File: src/design/edc_pkg.sv
// Purpose: Constants for the extended-data-out memory strobe controller.
// Assumes: 25 MHz controller clock, 40 ns period.
// Notes:   Times are kept in their own unit; cycle counts derive from them.
package edc_pkg;
    localparam int CLK_PERIOD_PS  = 40000;
    localparam int RAS_MIN_NS     = 60;
    localparam int RP_MIN_NS      = 40;
    localparam int CP_MIN_NS      = 10;
    localparam int AR_MIN_NS      = 40;
    localparam int ACCESS_MAX_NS  = 60;
    localparam int WAKE_US        = 200;
    localparam int REF_PERIOD_MS  = 16;
    localparam int REF_ROWS       = 1024;
    localparam int WAKE_CYCLES    = 8;
    localparam int RAS_CYC        = (RAS_MIN_NS * 1000 + CLK_PERIOD_PS - 1) / CLK_PERIOD_PS;
    localparam int RP_CYC         = (RP_MIN_NS * 1000 + CLK_PERIOD_PS - 1) / CLK_PERIOD_PS;
    localparam int CP_CYC         = (CP_MIN_NS * 1000 + CLK_PERIOD_PS - 1) / CLK_PERIOD_PS;
    localparam int AR_CYC         = (AR_MIN_NS * 1000 + CLK_PERIOD_PS - 1) / CLK_PERIOD_PS;
    localparam int ACCESS_CYC     = (ACCESS_MAX_NS * 1000 + CLK_PERIOD_PS - 1) / CLK_PERIOD_PS;
    localparam int WAKE_CYC_DEF   = WAKE_US * 1000000 / CLK_PERIOD_PS;
    localparam int REF_INT_CYC_DEF =
        (REF_PERIOD_MS * 1000000 / REF_ROWS) * 1000 / CLK_PERIOD_PS;
    localparam int ADDR_W         = 10;
    localparam int DATA_W         = 16;
    localparam int BYTE_W         = 8;
    typedef enum logic [3:0] {
        EDC_WAKE,
        EDC_INIT_RAS,
        EDC_INIT_PRE,
        EDC_IDLE,
        EDC_ROW,
        EDC_COL,
        EDC_HOLD,
        EDC_REF_CAS,
        EDC_REF_RAS,
        EDC_PRE
    } edc_state_t;
endpackage : edc_pkg

File: src/design/edc_ctrl.sv
// Purpose: Controller that drives an asynchronous 1M x 16 extended-data-out memory by its pins.
// Assumes: Inputs synchronous to clk; all memory timing held by clock counts.
// Notes:   One access per row cycle; refresh runs by column-before-row cycles.
`timescale 1ns/1ps
`default_nettype none
module edc_ctrl #(
    parameter int WAKE_CYC    = edc_pkg::WAKE_CYC_DEF,
    parameter int REF_INT_CYC = edc_pkg::REF_INT_CYC_DEF
) (
    // Clock and reset
    input  wire logic                         clk,
    input  wire logic                         reset_n,
    // User request
    input  wire logic                         req_valid,
    input  wire logic                         req_write,
    input  wire logic [19:0]                  req_addr,
    input  wire logic [1:0]                   req_byte_en,
    input  wire logic [edc_pkg::DATA_W-1:0]   req_wdata,
    output logic                              req_ready,
    output logic                              rsp_valid,
    output logic [edc_pkg::DATA_W-1:0]        rsp_rdata,
    output logic                              init_done,
    // Memory pins
    output logic                              row_strobe_n,
    output logic                              lower_byte_strobe_n,
    output logic                              upper_byte_strobe_n,
    output logic                              write_enable_n,
    output logic                              output_enable_n,
    output logic [edc_pkg::ADDR_W-1:0]        mem_addr,
    input  wire logic [edc_pkg::DATA_W-1:0]   mem_dq_in,
    output logic [edc_pkg::DATA_W-1:0]        mem_dq_out,
    output logic [1:0]                        mem_dq_oe
);
    // ------------------------------------------------------------------
    // Elaboration checks
    // ------------------------------------------------------------------
    localparam int CW = 24;
    if (WAKE_CYC < 1 || WAKE_CYC >= (1 << CW) || REF_INT_CYC < 16 || REF_INT_CYC >= (1 << CW))
    begin : g_bad_counts
        $error("edc_ctrl: counts out of range");
    end
    localparam logic [CW-1:0] RAS_C  = CW'(edc_pkg::RAS_CYC);
    localparam logic [CW-1:0] RP_C   = CW'(edc_pkg::RP_CYC);
    localparam logic [CW-1:0] CP_C   = CW'(edc_pkg::CP_CYC);
    localparam logic [CW-1:0] AR_C   = CW'(edc_pkg::AR_CYC);
    localparam logic [CW-1:0] ACC_C  = CW'(edc_pkg::ACCESS_CYC);
    localparam logic [CW-1:0] WAKE_C = CW'(WAKE_CYC);
    localparam logic [CW-1:0] REF_C  = CW'(REF_INT_CYC);
    localparam logic [3:0]    INIT_C = 4'(edc_pkg::WAKE_CYCLES);

    // ------------------------------------------------------------------
    // State and counters
    // ------------------------------------------------------------------
    edc_pkg::edc_state_t state;
    logic [CW-1:0]       wait_cnt;
    logic [CW-1:0]       ras_cnt;
    logic [CW-1:0]       ref_cnt;
    logic [CW-1:0]       ref_late;
    logic [3:0]          init_cnt;
    logic                ref_due;
    logic                cur_write;
    logic [9:0]          cur_col;
    logic [1:0]          cur_be;
    logic [edc_pkg::DATA_W-1:0] cur_wdata;

    // Refresh interval timer; it runs free so that refreshes keep their average spacing.
    always_ff @(posedge clk or negedge reset_n)
    begin
        if (!reset_n)
        begin
            ref_cnt  <= '0;
            ref_due  <= 1'b0;
            ref_late <= '0;
        end
        else
        begin
            ref_cnt <= (!init_done || ref_cnt == REF_C - 1'b1) ? '0 : ref_cnt + 1'b1;
            if (init_done && ref_cnt == REF_C - 1'b1)
            begin
                ref_due <= 1'b1;
            end
            else if (!init_done || state == edc_pkg::EDC_REF_CAS)
            begin
                ref_due <= 1'b0;
            end
            ref_late <= (init_done && ref_due && state != edc_pkg::EDC_REF_CAS) ?
                        ref_late + 1'b1 : '0;
        end
    end

    // Main sequencer.
    always_ff @(posedge clk or negedge reset_n)
    begin
        if (!reset_n)
        begin
            state               <= edc_pkg::EDC_WAKE;
            wait_cnt            <= '0;
            ras_cnt             <= '0;
            init_cnt            <= '0;
            init_done           <= 1'b0;
            req_ready           <= 1'b0;
            rsp_valid           <= 1'b0;
            rsp_rdata           <= '0;
            row_strobe_n        <= 1'b1;
            lower_byte_strobe_n <= 1'b1;
            upper_byte_strobe_n <= 1'b1;
            write_enable_n      <= 1'b1;
            output_enable_n     <= 1'b1;
            mem_addr            <= '0;
            mem_dq_out          <= '0;
            mem_dq_oe           <= 2'b00;
            cur_write           <= 1'b0;
            cur_col             <= '0;
            cur_be              <= 2'b00;
            cur_wdata           <= '0;
        end
        else
        begin
            rsp_valid <= 1'b0;
            req_ready <= 1'b0;
            wait_cnt  <= wait_cnt + 1'b1;
            ras_cnt   <= ras_cnt + 1'b1;
            case (state)
                edc_pkg::EDC_WAKE:
                begin
                    if (wait_cnt >= WAKE_C - 1'b1)
                    begin
                        state        <= edc_pkg::EDC_INIT_RAS;
                        row_strobe_n <= 1'b0;
                        ras_cnt      <= '0;
                    end
                end
                edc_pkg::EDC_INIT_RAS:
                begin
                    if (ras_cnt >= RAS_C - 1'b1)
                    begin
                        row_strobe_n <= 1'b1;
                        wait_cnt     <= '0;
                        init_cnt     <= init_cnt + 1'b1;
                        state        <= edc_pkg::EDC_INIT_PRE;
                    end
                end
                edc_pkg::EDC_INIT_PRE:
                begin
                    if (wait_cnt >= RP_C - 1'b1)
                    begin
                        if (init_cnt == INIT_C)
                        begin
                            init_done <= 1'b1;
                            state     <= edc_pkg::EDC_IDLE;
                        end
                        else
                        begin
                            row_strobe_n <= 1'b0;
                            mem_addr     <= 10'(init_cnt);
                            ras_cnt      <= '0;
                            state        <= edc_pkg::EDC_INIT_RAS;
                        end
                    end
                end
                edc_pkg::EDC_IDLE:
                begin
                    mem_dq_oe <= 2'b00;
                    if (ref_late >= REF_C)
                    begin
                        init_done <= 1'b0;
                        init_cnt  <= '0;
                        wait_cnt  <= RP_C;
                        state     <= edc_pkg::EDC_INIT_PRE;
                    end
                    else if (ref_due)
                    begin
                        lower_byte_strobe_n <= 1'b0;
                        upper_byte_strobe_n <= 1'b0;
                        wait_cnt            <= '0;
                        state               <= edc_pkg::EDC_REF_CAS;
                    end
                    else if (req_valid && (|req_byte_en))
                    begin
                        req_ready    <= 1'b1;
                        cur_write    <= req_write;
                        cur_col      <= req_addr[9:0];
                        cur_be       <= req_byte_en;
                        cur_wdata    <= req_wdata;
                        mem_addr     <= req_addr[19:10];
                        row_strobe_n <= 1'b0;
                        ras_cnt      <= '0;
                        wait_cnt     <= '0;
                        state        <= edc_pkg::EDC_ROW;
                    end
                end
                edc_pkg::EDC_ROW:
                begin
                    mem_addr <= cur_col;
                    if (cur_write)
                    begin
                        write_enable_n <= 1'b0;
                        mem_dq_out     <= cur_wdata;
                        mem_dq_oe      <= cur_be;
                    end
                    else
                    begin
                        write_enable_n  <= 1'b1;
                        output_enable_n <= 1'b0;
                    end
                    wait_cnt <= '0;
                    state    <= edc_pkg::EDC_COL;
                end
                edc_pkg::EDC_COL:
                begin
                    lower_byte_strobe_n <= ~cur_be[0];
                    upper_byte_strobe_n <= ~cur_be[1];
                    wait_cnt            <= '0;
                    state               <= edc_pkg::EDC_HOLD;
                end
                edc_pkg::EDC_HOLD:
                begin
                    if (wait_cnt >= ACC_C && ras_cnt >= AR_C && ras_cnt >= RAS_C - 1'b1)
                    begin
                        if (!cur_write)
                        begin
                            rsp_rdata <= mem_dq_in;
                            rsp_valid <= 1'b1;
                        end
                        row_strobe_n        <= 1'b1;
                        lower_byte_strobe_n <= 1'b1;
                        upper_byte_strobe_n <= 1'b1;
                        write_enable_n      <= 1'b1;
                        output_enable_n     <= 1'b1;
                        mem_dq_oe           <= 2'b00;
                        wait_cnt            <= '0;
                        state               <= edc_pkg::EDC_PRE;
                    end
                end
                edc_pkg::EDC_REF_CAS:
                begin
                    row_strobe_n <= 1'b0;
                    mem_dq_oe    <= 2'b00;
                    ras_cnt      <= '0;
                    state        <= edc_pkg::EDC_REF_RAS;
                end
                edc_pkg::EDC_REF_RAS:
                begin
                    if (ras_cnt >= RAS_C - 1'b1)
                    begin
                        row_strobe_n        <= 1'b1;
                        lower_byte_strobe_n <= 1'b1;
                        upper_byte_strobe_n <= 1'b1;
                        wait_cnt            <= '0;
                        state               <= edc_pkg::EDC_PRE;
                    end
                end
                edc_pkg::EDC_PRE:
                begin
                    if (wait_cnt >= RP_C - 1'b1 && wait_cnt >= CP_C - 1'b1)
                    begin
                        state <= edc_pkg::EDC_IDLE;
                    end
                end
                default:
                begin
                    state <= edc_pkg::EDC_IDLE;
                end
            endcase
        end
    end

endmodule : edc_ctrl
`default_nettype wire

File: config.mk
export PLATFORM = sky130hd
export DESIGN_NAME = edc_ctrl
export DESIGN_NICKNAME = d
export VERILOG_FILES = /design/src/design/edc_pkg.sv /design/src/design/edc_ctrl.sv
export SDC_FILE = /design/constraint.sdc
export NUM_CORES = 1
export LEC_CHECK = 0
export BUFFER_PORTS_ARGS = -buffer_cell sky130_fd_sc_hd__buf_4
export CAP_MARGIN = 40
export CORE_MARGIN = 4
export CORE_UTILIZATION = 58
export DETAILED_ROUTE_END_ITERATION = 16
export PLACE_DENSITY = 0.86
export SLEW_MARGIN = 20
export SYNTH_ARGS = -nofsm -noshare
export SYNTH_HDL_FRONTEND = slang
export SYNTH_SLANG_ARGS = --single-unit
File: constraint.sdc
create_clock -name clk -period 2.4 [get_ports clk]
set_clock_uncertainty 0.15 [all_clocks]
set_input_delay 0.24 -clock clk [delete_from_list [all_inputs] [get_ports clk]]
set_output_delay 0.24 -clock clk [all_outputs]
set_load 0.005 [all_outputs]
==> impl_metrics.yaml <==
critical_path:
  r2r-end: "row_strobe_n"
  critical_path_class: "flip-flop to flip-flop"
  path_delay_family: "simple AND/OR/NAND/NOR gates"
  reg2reg_slack_ns: -0.06
  cp.required_ns: 2.61
  crit_fanout: 25
  r2r_cells: 9
  critPathArrivalTime_ns: 2.67
  critPathCaptureType: "flip-flop"
  slowest_delay_ns: 0.42
  crit_buf_inv: 2
  worst_setup_path_start_kind: "flip-flop"
  path_cells: "buf_4 -> ha_1 -> nand2_1 -> a21oi_1 -> o31ai_1 -> nand4b_1 -> and4b_1 -> buf_12 -> o21ai_0"
  r2r_start: "wait_cnt[0]"
  critPathSlowestCell: "dfrtp_1"
grt:
  track_usage_pct: 27.2
  grt_pass1_wl_mm: 37.8
  grt_max_degree: 73
  grt_pass1_vias: 7310
  grt-ovfl-total: 0
  antenna_found_initial: 1
detailed_routing:
  post_drt_wl_per_cell_um: 20.2
  drt_iter0_drc: 831
  wl_mm: 24.3
  viasPerCell: 6.10
  drcViolationCount: 0
  via_count: 7349
  ant_nets: 0
  first_pass_iters: 5
floorplan:
  rows: 44
  pin_count: 110
  core_area_sq_um: 14700
  die-area_sq_um: 17200
  die_h_um: 131
  fp.dieW_um: 131
  start_util_pct: 60.0
timing:
  fin_ws_ns: -0.0641
  max_slew.worst_pin.slew_ns: 0.625
  slew_violations: 0
  period_needed_ns: 2.46
  slew-limit-headroom_pct: 58.3
  hold_viol: 0
  tns_ns: -0.583
  grt_setup_unrepaired: "yes"
  clock.fmax_mhz: 406
  setup_viol: 19
  min_period_over_period_pct: 103
min_path:
  whs_endpoint: "mem_addr[2]"
  worstHoldStart: "req_addr[12]"
  min_delay_path_depth: 4
  hold_class: "input pin to flip-flop"
placed_design:
  placed_cells_incl_taps: 1112
  portBuffers: 109
  dpl.hpwl_mm: 13.0
  gp_routability_congestion: 0.894
final_layout:
  area.growth.synth_to_final_pct: 29.2
  layout-drive-gt1-share_pct: 28.4
  stdcell_count: 1204
  fin_nets: 1075
  final_cell_mix: "dfrtp_1, buf_4, nor2_1"
  fill_cells: 779
  mostFrequentLayoutCell: "dfrtp_1"
clocking:
  clk_pin_slew_ns: 0.08
  htree_levels: 4
  clock-sinks: 186
  cts_inserted_buffers: 17
  cts_tree: "built"
  root_buffer: "clkbuf_16"
  clk_path_buf_depth: 2
  clock_latency_ns: 0.45
logic_synthesis:
  synthArstFlopShare_pct: 100
  ys.flop_type: "dfrtp_1"
  yosysWarnings: 0
  syn-num-nets: 883
  synth_edf_count: 0
  ys_top_cells_by_area: "dfrtp_1, nor2_1, mux2_2"
  yosysSeqAreaShare_pct: 52.9
  ys_ff_latch: 186
  synth_cell_type_count: 59
  synth_top_area_share_pct: 51.4
  syn_inst: 814
  synth.avg_cell_area_sq_um: 10.8
  synth_top_area_cell: "dfrtp_1"
  syn-cell-area_sq_um: 8810
status:
  outcome: "complete, but fails checks"
  violations: "negative setup slack"
power_and_ir_drop:
  powerDensity_nw_per_um2: 961
  vdd_drop_max_mv: 0.805
  p_leak_nw: 5.26
flow_run:
  max-cap-violations: 0
==> cells by family (layout without fill, tap and decap cells) <==
family                     count (synthesis)  in the layout  share of synthesized area, %
DFF                                      186            186                          52.9
and+or+nand+nor                          337            337                          19.9
muxes                                     65             65                          9.10
other                                      0              1                             0
AOI/OAI and AO/OA                         92             93                          6.13
adders and majority gates                 11             11                          1.56
buffers and inverters                     45            249                          2.68
xor gates and xnor gates                  78             78                          7.75
==> timing repair <==
item	CTS	global route
buffers inserted	1	7
cloned	1	0
endpoints found under the hold margin	116	0
endpoints found under the setup margin	39	84
gates resized for setup	3	31
pin swaps	2	10
hold buffers	51	0
==> metrics by stage <==
| stage | total power, mW | utilization (%) | area, sq um | hold WS [ns] | setup slack (ns) |
|---|---|---|---|---|---|
| detailed placement | 7.17 | 68.1 | 10000 | 0.138 | -0.0893 |
| CTS | 10.3 | 76.1 | 11200 | 0.0273 | 0.00305 |
| global placement | 7.03 | 68.1 | 10000 | 0.136 | 0.0298 |
| finish | 10.9 | 77.5 | 11400 | 0.0271 | -0.0641 |
| floorplan | 6.03 | - | 8810 | -0.206 | 0.227 |
| global route | 11.4 | 77.5 | 11400 | 0.0669 | -0.106 |
==> sequential cells by signal, indices dropped and copies added (netlist names), 2 cells and up <==
| register | flops |
|---|---|
| ref_late | 24 |
| wait_cnt | 24 |
| state | 4 |
| ref_cnt | 24 |
| cur_wdata | 16 |
| mem_dq_out | 16 |
| cur_col | 10 |
| init_cnt | 4 |
| rsp_rdata | 16 |
| mem_dq_oe | 2 |
| ras_cnt | 24 |
| mem_addr | 10 |
| cur_be | 2 |
==> cells in the mapped netlist, types with 4 or more instances <==
cell type,instances
dfrtp_1,181
nor2_1,120
nand2_1,59
xor2_1,45
nand3_1,40
mux2_2,39
o21ai_0,36
xnor2_1,33
a21oi_1,27
and3_1,19
mux2_4,19
inv_1,16
nand4_1,16
or3_1,15
nor4_1,14
buf_2,12
nor3_1,12
ha_1,11
a22oi_1,8
clkbuf_1,8
and4_1,7
a22o_1,6
buf_6,6
mux2_1,6
dfstp_2,5
nor2b_1,4
==> per-layer routing <==
metal / track usage [%] / up-vias / share of wire [%]
met2: 47.7 / 409 / 52
met5: 0 / - / 0
met3: 6.23 / 117 / 6.1
met1: 31.6 / 3606 / 37
met4: 13.4 / 0 / 5.3
li1: - / 3217 / -
==> report_power, final <==
part | total [mW] | leakage, nW | internal [mW] | switching (mW)
logic | 3.62 | 2.49 | 1.70 | 1.92
clock network | 3.03 | 0.303 | 1.60 | 1.43
registers | 4.29 | 2.46 | 3.76 | 0.529
total | 10.9 | 5.26 | 7.06 | 3.88
==> layout make-up <==
class	count	area (sq um)	share of cell area [%]
flip-flops and latches	186	4660	41.0
clock buffers	17	425	3.74
well taps	184	230	2.02
multi-input cells	584	4090	35.9
diodes	1	2.50	0.0220
clock inverters	15	198	1.74
inverters	17	63.8	0.560
repair buffers	200	1710	15.1
==> worst reg2reg max path, cell delays in order (launching register included) <==
cell	delay, ns
dfrtp_1	0.42
buf_4	0.16
ha_1	0.23
nand2_1	0.10
a21oi_1	0.09
o31ai_1	0.32
nand4b_1	0.26
and4b_1	0.29
buf_12	0.17
o21ai_0	0.20
==> worst max-delay path by stage <==
stage	end	cells past startpoint	slack [ns]	start
2_1_floorplan	rsp_rdata[10]	9	0.23	ras_cnt[0]
3_3_place_gp	wait_cnt[9]	8	0.03	ras_cnt[1]
3_5_place_dp	wait_cnt[11]	8	-0.09	ras_cnt[0]
4_1_cts	state[1]	8	0.003	wait_cnt[0]
5_1_grt	row_strobe_n	9	-0.11	wait_cnt[0]
6_report	row_strobe_n	9	-0.06	wait_cnt[0]
Note: power is estimated with default switching activity, not from simulation.
